### src/asc_pkg.sv
// Purpose: shared constants of the conversion sequence controller
// Assumes: up to 16 analog inputs, 12-bit conversion results
// Notes:   freeze selector is {freezeModeSelHi, freezeModeSelLo}
package asc_pkg;
  localparam int          ASC_NUM_CH      = 16;
  localparam int          ASC_CH_W        = 4;
  localparam int          ASC_RES_W       = 12;
  localparam int          ASC_BUF_DEPTH   = 2;
  localparam logic [1:0]  ASC_FRZ_CONT    = 2'h0;
  localparam logic [1:0]  ASC_FRZ_CONT_B  = 2'h1;
  localparam logic [1:0]  ASC_FRZ_FINISH  = 2'h2;
  localparam logic [1:0]  ASC_FRZ_HALT    = 2'h3;
  localparam logic [15:0] ASC_FLAGS_RST   = 16'h0000;
  localparam logic [3:0]  ASC_IDX_RST     = 4'h0;

  typedef enum logic [4:0] {
    ASC_IDLE    = 5'h01,
    ASC_ISSUE   = 5'h02,
    ASC_CONV    = 5'h04,
    ASC_PUSH    = 5'h08,
    ASC_STOPPED = 5'h10
  } asc_state_t;
endpackage : asc_pkg

### src/asc_seq_ctrl.sv
// Purpose: sequences conversions of the analog core and reacts to stop and freeze; wait is treated as run
// Assumes: all control inputs and the core handshake are on ref_clk
// Notes:   results leave through a two-entry buffer so a stalled consumer loses nothing
`timescale 1ns/1ps
module asc_seq_ctrl import asc_pkg::*; #(
  parameter int NCH   = ASC_NUM_CH,
  parameter int RES_W = ASC_RES_W
) (
  input  wire logic                ref_clk,
  input  wire logic                rst,
  input  wire logic                seqStartWrite,
  input  wire logic                multiChannelSel,
  input  wire logic                continuousSel,
  input  wire logic [ASC_CH_W-1:0] startChannel,
  input  wire logic [ASC_CH_W-1:0] seqLenMinus1,
  input  wire logic                stopMode,
  input  wire logic                waitMode,
  input  wire logic                freezeActive,
  input  wire logic                freezeModeSelHi,
  input  wire logic                freezeModeSelLo,
  output logic                     convStart,
  output logic                     convAbort,
  output logic      [ASC_CH_W-1:0] convChannel,
  input  wire logic                convDone,
  input  wire logic [RES_W-1:0]    convResult,
  output logic                     resValid,
  input  wire logic                resReady,
  output logic      [RES_W-1:0]    resData,
  output logic      [ASC_CH_W-1:0] resChannel,
  output logic      [NCH-1:0]      convFlags,
  output logic                     seqComplete,
  output logic                     seqBusy,
  output logic                     restartPending
);
  asc_state_t           state_r;
  asc_state_t           state_nxt;
  logic [ASC_CH_W-1:0]  idx_r;
  logic [RES_W-1:0]     result_r;
  logic [NCH-1:0]       flags_r;
  logic                 complete_r;
  logic                 pending_r;
  logic                 stopPrev_r;
  logic [1:0]           frzSel;
  logic                 frzHold;
  logic                 frzHalt;
  logic                 stopExit;
  logic                 freshStart;
  logic                 bufReady;
  logic                 pushNow;
  logic                 lastConv;

  assign frzSel   = {freezeModeSelHi, freezeModeSelLo};
  // finish and halt both keep new conversions from being issued while frozen
  assign frzHold  = freezeActive && (frzSel == ASC_FRZ_FINISH || frzSel == ASC_FRZ_HALT);
  assign frzHalt  = freezeActive && (frzSel == ASC_FRZ_HALT);
  assign stopExit = stopPrev_r && !stopMode && pending_r;
  // a restart after stop goes down the same path as a write to sequence_start_ctrl_reg
  assign freshStart = !stopMode && (seqStartWrite || stopExit);
  assign seqBusy  = (state_r != ASC_IDLE) && (state_r != ASC_STOPPED);
  assign pushNow  = (state_r == ASC_PUSH) && bufReady;
  assign lastConv = (idx_r == seqLenMinus1) || !multiChannelSel;

  // waitMode is deliberately unused: wait behaves exactly as run
  assign convStart   = (state_r == ASC_ISSUE) && !stopMode && !frzHold && !seqStartWrite;
  assign convChannel = multiChannelSel ? ASC_CH_W'(startChannel + idx_r) : startChannel;
  assign convAbort   = (state_r == ASC_CONV) &&
                       (stopMode || seqStartWrite || frzHalt);
  assign convFlags   = flags_r;
  assign seqComplete = complete_r;
  assign restartPending = pending_r;

  always_comb begin
    state_nxt = state_r;
    if (stopMode) begin
      if (seqBusy) state_nxt = ASC_STOPPED;
    end else if (freshStart) begin
      state_nxt = ASC_ISSUE;
    end else begin
      unique case (state_r)
        ASC_IDLE:    state_nxt = ASC_IDLE;
        ASC_ISSUE:   if (convStart) state_nxt = ASC_CONV;
        ASC_CONV: begin
          if (frzHalt) state_nxt = ASC_ISSUE;
          else if (convDone) state_nxt = ASC_PUSH;
        end
        ASC_PUSH: begin
          if (pushNow) begin
            if (lastConv && !continuousSel) state_nxt = ASC_IDLE;
            else state_nxt = ASC_ISSUE;
          end
        end
        ASC_STOPPED: state_nxt = pending_r ? ASC_STOPPED : ASC_IDLE;
        default:     state_nxt = ASC_IDLE;
      endcase
    end
  end

  always_ff @(posedge ref_clk or posedge rst) begin
    if (rst) state_r <= ASC_IDLE;
    else     state_r <= state_nxt;
  end

  always_ff @(posedge ref_clk or posedge rst) begin
    if (rst) begin
      stopPrev_r <= 1'b0;
      pending_r  <= 1'b0;
    end else begin
      stopPrev_r <= stopMode;
      if (stopMode && seqBusy) pending_r <= 1'b1;
      else if (stopMode && seqStartWrite) pending_r <= 1'b1;
      else if (!stopMode) pending_r <= 1'b0;
    end
  end

  always_ff @(posedge ref_clk or posedge rst) begin
    if (rst) begin
      idx_r <= ASC_IDX_RST;
    end else if (freshStart) begin
      idx_r <= ASC_IDX_RST;
    end else if (pushNow) begin
      idx_r <= lastConv ? ASC_IDX_RST : idx_r + ASC_CH_W'(1);
    end
  end

  always_ff @(posedge ref_clk or posedge rst) begin
    if (rst) result_r <= '0;
    else if (state_r == ASC_CONV && convDone) result_r <= convResult;
  end

  // a start aborts the old sequence, so its last result never sets a flag of the new one
  always_ff @(posedge ref_clk or posedge rst) begin
    if (rst) begin
      flags_r    <= ASC_FLAGS_RST[NCH-1:0];
      complete_r <= 1'b0;
    end else if (freshStart) begin
      flags_r    <= ASC_FLAGS_RST[NCH-1:0];
      complete_r <= 1'b0;
    end else if (pushNow) begin
      flags_r[convChannel] <= 1'b1;
      if (lastConv) complete_r <= 1'b1;
    end
  end

  asc_pair_buf #(
    .WIDTH (RES_W + ASC_CH_W),
    .DEPTH (ASC_BUF_DEPTH)
  ) u_buf (
    .ref_clk  (ref_clk),
    .rst      (rst),
    .inValid  (state_r == ASC_PUSH),
    .inReady  (bufReady),
    .inData   ({convChannel, result_r}),
    .outValid (resValid),
    .outReady (resReady),
    .outData  ({resChannel, resData})
  );

  // checks
  a_stop_abort: assert property (@(posedge ref_clk) disable iff (rst)
    stopMode && seqBusy |=> state_r == ASC_STOPPED && pending_r)
    else $error("stop did not abort the sequence");

  a_stop_restart: assert property (@(posedge ref_clk) disable iff (rst)
    stopPrev_r && !stopMode && pending_r |=> state_r == ASC_ISSUE ##1 !pending_r)
    else $error("aborted sequence not restarted after stop");

  a_pending_from_stop: assert property (@(posedge ref_clk) disable iff (rst)
    $rose(pending_r) |-> $past(stopMode))
    else $error("restart pending set outside stop");

  a_restart_clear: assert property (@(posedge ref_clk) disable iff (rst)
    stopExit |=> flags_r == '0 && !complete_r && idx_r == ASC_IDX_RST)
    else $error("restart after stop left flags set");

  a_start_clear: assert property (@(posedge ref_clk) disable iff (rst)
    seqStartWrite && !stopMode |=> flags_r == '0 && state_r == ASC_ISSUE)
    else $error("start write did not restart the sequence");

  a_wait_ignored: assert property (@(posedge ref_clk) disable iff (rst)
    waitMode && state_r == ASC_ISSUE && !stopMode && !freezeActive && !seqStartWrite
    |-> convStart)
    else $error("wait mode held off a conversion");

  a_freeze_hold: assert property (@(posedge ref_clk) disable iff (rst)
    freezeActive && freezeModeSelHi |-> !convStart)
    else $error("conversion issued while frozen");

  a_freeze_halt: assert property (@(posedge ref_clk) disable iff (rst)
    frzHalt && state_r == ASC_CONV && !stopMode && !seqStartWrite
    |-> convAbort ##1 state_r == ASC_ISSUE)
    else $error("halting freeze did not stop the conversion");

  a_single_chan: assert property (@(posedge ref_clk) disable iff (rst)
    convStart && !multiChannelSel |-> convChannel == startChannel)
    else $error("single-channel mode moved off the start channel");

  a_flag_on_push: assert property (@(posedge ref_clk) disable iff (rst)
    pushNow && !stopMode && !freshStart |=> flags_r[$past(convChannel)])
    else $error("pushed result did not set its channel flag");

  a_single_end: assert property (@(posedge ref_clk) disable iff (rst)
    pushNow && lastConv && !continuousSel && !stopMode && !freshStart
    |=> state_r == ASC_IDLE && complete_r)
    else $error("single sequence did not end");

  c_seq_done:   cover property (@(posedge ref_clk) disable iff (rst)
    pushNow && lastConv && !continuousSel);
  c_stop_cycle: cover property (@(posedge ref_clk) disable iff (rst) stopExit);
  c_buf_full:   cover property (@(posedge ref_clk) disable iff (rst)
    state_r == ASC_PUSH && !bufReady);
  c_frz_halt:   cover property (@(posedge ref_clk) disable iff (rst)
    frzHalt && convAbort);
  c_start_abort: cover property (@(posedge ref_clk) disable iff (rst)
    seqStartWrite && convAbort);
endmodule : asc_seq_ctrl

### src/asc_pair_buf.sv
// Purpose: small valid/ready buffer between the sequencer and the result consumer
// Assumes: DEPTH is a power of two, at least 2
// Notes:   inReady is combinational from the fill count, outValid likewise
`timescale 1ns/1ps
module asc_pair_buf #(
  parameter int WIDTH = 16,
  parameter int DEPTH = 2
) (
  input  wire logic             ref_clk,
  input  wire logic             rst,
  input  wire logic             inValid,
  output logic                  inReady,
  input  wire logic [WIDTH-1:0] inData,
  output logic                  outValid,
  input  wire logic             outReady,
  output logic      [WIDTH-1:0] outData
);
  localparam int AW = $clog2(DEPTH);
  logic [WIDTH-1:0] mem [DEPTH];
  logic [AW-1:0]    wrPtr_r;
  logic [AW-1:0]    rdPtr_r;
  logic [AW:0]      count_r;
  logic             doPush;
  logic             doPop;

  assign inReady  = (count_r != (AW+1)'(DEPTH));
  assign outValid = (count_r != '0);
  assign doPush   = inValid && inReady;
  assign doPop    = outValid && outReady;
  assign outData  = mem[rdPtr_r];

  always_ff @(posedge ref_clk) begin
    if (doPush) begin
      mem[wrPtr_r] <= inData;
    end
  end

  always_ff @(posedge ref_clk or posedge rst) begin
    if (rst) begin
      wrPtr_r <= '0;
      rdPtr_r <= '0;
      count_r <= '0;
    end else begin
      if (doPush) wrPtr_r <= wrPtr_r + AW'(1);
      if (doPop)  rdPtr_r <= rdPtr_r + AW'(1);
      count_r <= count_r + (AW+1)'(doPush) - (AW+1)'(doPop);
    end
  end
endmodule : asc_pair_buf

### config.mk
export PLATFORM = sky130hd
export DESIGN_NAME = asc_seq_ctrl
export DESIGN_NICKNAME = d
export VERILOG_FILES = /design/src/asc_pkg.sv /design/src/asc_seq_ctrl.sv /design/src/asc_pair_buf.sv
export SDC_FILE = /design/constraint.sdc
export NUM_CORES = 1
export LEC_CHECK = 0
export ABC_CLOCK_PERIOD_IN_PS = 2300
export BUFFER_PORTS_ARGS = -buffer_cell sky130_fd_sc_hd__clkbuf_2
export CAP_MARGIN = 20
export CORE_ASPECT_RATIO = 1.2
export CORE_UTILIZATION = 51
export CTS_BUF_LIST = sky130_fd_sc_hd__clkbuf_4 sky130_fd_sc_hd__clkbuf_8
export DETAILED_ROUTE_END_ITERATION = 7
export MAX_ROUTING_LAYER = met4
export PLACE_DENSITY = 0.78
export SYNTH_ARGS = -nofsm -noshare
export SYNTH_HDL_FRONTEND = slang
export SYNTH_HIERARCHICAL = 1
export SYNTH_SLANG_ARGS = --single-unit
### constraint.sdc
create_clock -name ref_clk -period 2.3 [get_ports ref_clk]
set_input_delay 0.23 -clock ref_clk [delete_from_list [all_inputs] [get_ports ref_clk]]
set_output_delay 0.23 -clock ref_clk [all_outputs]
set_load 0.005 [all_outputs]
==> results.cfg <==
[status]
status = complete, no violations

[pwr]
power.internal_uw = 2400
pwr_density_cell_nw_per_um2 = 762
clkPwrFrac_pct = 30.4
pwr-share-comb_pct = 18.1
power.share.switching_pct = 26.7
switchingPower_uw = 874
ir_drop_mv = 0.339
seq_power_share_pct = 51.5
leakagePower_uw = 0.00194

[synth]
synth_compound_area_share_pct = 12.1
avgSynthCellArea_um2 = 13.4
synthAdderAreaFrac_pct = 2.34
synth_simple_gate_area_share_pct = 11.0
synthMuxAreaShare_pct = 10.8
netlist_top_cells_count = dfrtp_1 (43), edfxtp_1 (32), mux2_2 (20)
yosys.area.top_type_share_pct = 30.5
ys_ff_latch = 76
synth_nets = 301
synth_area_leaders = dfrtp_1 (30%), edfxtp_1 (27%), mux2_2 (6.4%)
synth_edf_count = 32
synth_top_family_by_area = compound AO/OA/AOI/OAI gates
async_flop_share_pct = 57.9
yosys_warnings = 6
synth_xor_xnor_area_share_pct = 2.48
synth_most_common_cell = dfrtp_1
synth_seq_area_share_pct = 58.4
synth_cell_types = 58
syn-cell-area_um2 = 3530
synth_largest_area_cell = dfrtp_1
synthCells = 263
synth_ff_type = dfrtp_1

[detailed_routing]
first_iter_violations = 103
drc_errors = 0
vias_per_cell = 5.58
drt_pass1_iterations = 4
via_count = 2471
antenna_left = 0
drt-total-wl_um = 7160
wl_per_cell_um = 16.2

[timing]
fmax_mhz = 462
setup_violations = 0
rsz0062_at_grt = no
max_slew_margin_pct = 50.3
tightestPinTransition_ns = 0.736
fin_setup_tns_ns = 0
hold_slack_ns = 0.114
layout_setup_ws_ns = 0.138
slew_violations = 0
finalClockSkew_ns = 0.0115
finalHoldViolCount = 0
final.min_clock_period_ns = 2.16
timing.final.crit_share_pct = 94.0

[floorplanning]
initial_utilization_pct = 53.8
die_area_um2 = 7260
fp.coreArea_um2 = 6570
dieHeight_um = 93.2
num_rows = 32
io_pins = 74
die_w_um = 78.0

[min_path]
hold_depth = 2
hp-start = convResult[6]
hold_path.class = in2reg
min_to = result_r[6]

[placed_design]
post-place-cells = 421
dp_hpwl_um = 5040
port_buffers = 72
dp_slack_ns = 0.176
gp_congestion = 0.832

[setup_path]
cp.required_ns = 2.07
r2r-start = idx_r[0]
startpoint_type = flip-flop
cp.arrival_ns = 1.93
setup.worst_path.end_class = output pin
r2r_slack_ns = 0.23
r2r_cells = 6
r2r_end = convFlags[1]
worstPathMaxFanout = 11
path_class = reg2out

[global_route]
grt_max_degree = 40
globalRouteTotalUtil_pct = 21.4
grt_pass1_vias = 2481
overflow = 0
grt_pass1_wl_um = 11500
antenna_found_initial = 0

[clock_tree]
clock_path_buffers = 2
cts_root_buf = clkbuf_8
clock_latency_ns = 0.34
clk_pin_slew_ns = 0.08
htree_levels = 3
numCtsBuffers = 9
cts_sinks = 76
cts_tree = built

[final_layout]
final_cells = 443
nNetsFinal = 391
syn_to_final_growth_pct = 21.5
drive_gt1_share_pct = 44.1
insertedDiodeCount = 0

[flow_run]
maxCapViolCount = 0
-- worst max-delay path by stage --
stage | from | to | slack (ns) | depth (start not counted)
global placement | idx_r[0] | convFlags[9] | 0.24 | 6
detailed placement | idx_r[0] | convFlags[1] | 0.18 | 6
floorplan | state_r[4] | u_buf/mem[1][0] | 0.04 | 4
finish | idx_r[1] | convChannel[3] | 0.14 | 7
CTS | idx_r[0] | convChannel[2] | 0.005 | 6
global route | idx_r[0] | convChannel[2] | 0.04 | 6
-- metrics by stage --
stage	utilization, %	area [µm²]	power, µW
final	65.4	4290	3270
after global routing	65.4	4290	3430
after CTS	64.4	4230	3290
after detailed placement	61.2	4020	2300
after global placement	61.2	4020	2280
after floorplan	-	3540	2090
-- placed cells by master (no fill, tap or decap), types with 3 or more instances in the layout --
cell,n
clkbuf_2,72
dfrtp_1,41
edfxtp_1,32
mux2_2,20
buf_4,18
nor2_1,17
a32o_1,17
nand2_1,11
a21oi_1,11
mux2_4,9
clkbuf_8,9
nand3_1,7
xor2_1,6
inv_1,4
o21ai_0,4
xnor2_1,4
nor2_2,4
a211oi_1,4
ha_1,4
nor2b_1,3
and3_1,3
nand2b_1,3
-- sequential cells by signal (all words and copies together) (netlist names) --
name and count:
stopPrev_r 1, result_r 12, restartPending 1, u_buf/rdPtr_r 1, u_buf/mem 32, u_buf/wrPtr_r 1
seqComplete 1, convFlags 16, u_buf/count_r 2, state_r 5, idx_r 4
-- area by class of cell --
type                       count  area, µm²
clock buffer                  10        131
clock inverter                 6       62.6
fill                         511       2270
inverter                       5       21.3
multi-input combinational    170       1400
sequential                    76       2070
tap                           85        106
timing repair buffer          91        505
-- what timing repair did --
item	CTS	global route
setup endpoints to repair	2	4
setup buffers	0	5
gates resized for setup	2	6
hold buffers	1	0
endpoints found under the hold margin	5	0
pin swaps	2	4
-- cells by family (layout without fill, tap and decap cells) --
logic type,count (synthesis),in the layout
multiplexers,31,31
XOR/XNOR,10,10
AO/OA/AOI/OAI,55,55
adder cells (fa/ha/maj),6,6
buffers and inverters,17,112
flip-flops,76,76
AND/OR/NAND/NOR,68,68
-- metal layers --
| layer | track usage, % | vias to the layer above | wire [µm] |
|---|---|---|---|
| li1 | - | 1169 | - |
| met1 | 24.3 | 1213 | 2890 |
| met2 | 37.4 | 80 | 3820 |
| met3 | 4.10 | 9 | 353 |
| met4 | 8.49 | 0 | 93 |
| met5 | - | - | 0 |
-- worst max-delay path, stage by stage, from the launching register on --
cell      delay (ns)
dfrtp_2         0.46
ha_4            0.22
a21o_1          0.20
a211o_1         0.29
nand4_1         0.09
and2_4          0.16
inv_4           0.06
clkbuf_2        0.11
-- power groups by stage --
stage / Sequential (µW) / Clock (µW) / Combinational (µW)
floorplan: 1630 / 0 / 466
global placement: 1700 / 0 / 578
detailed placement: 1710 / 0 / 589
CTS: 1690 / 1010 / 596
global route: 1710 / 1080 / 648
finish: 1680 / 994 / 593
No activity file was read; power rests on OpenSTA's default activity.
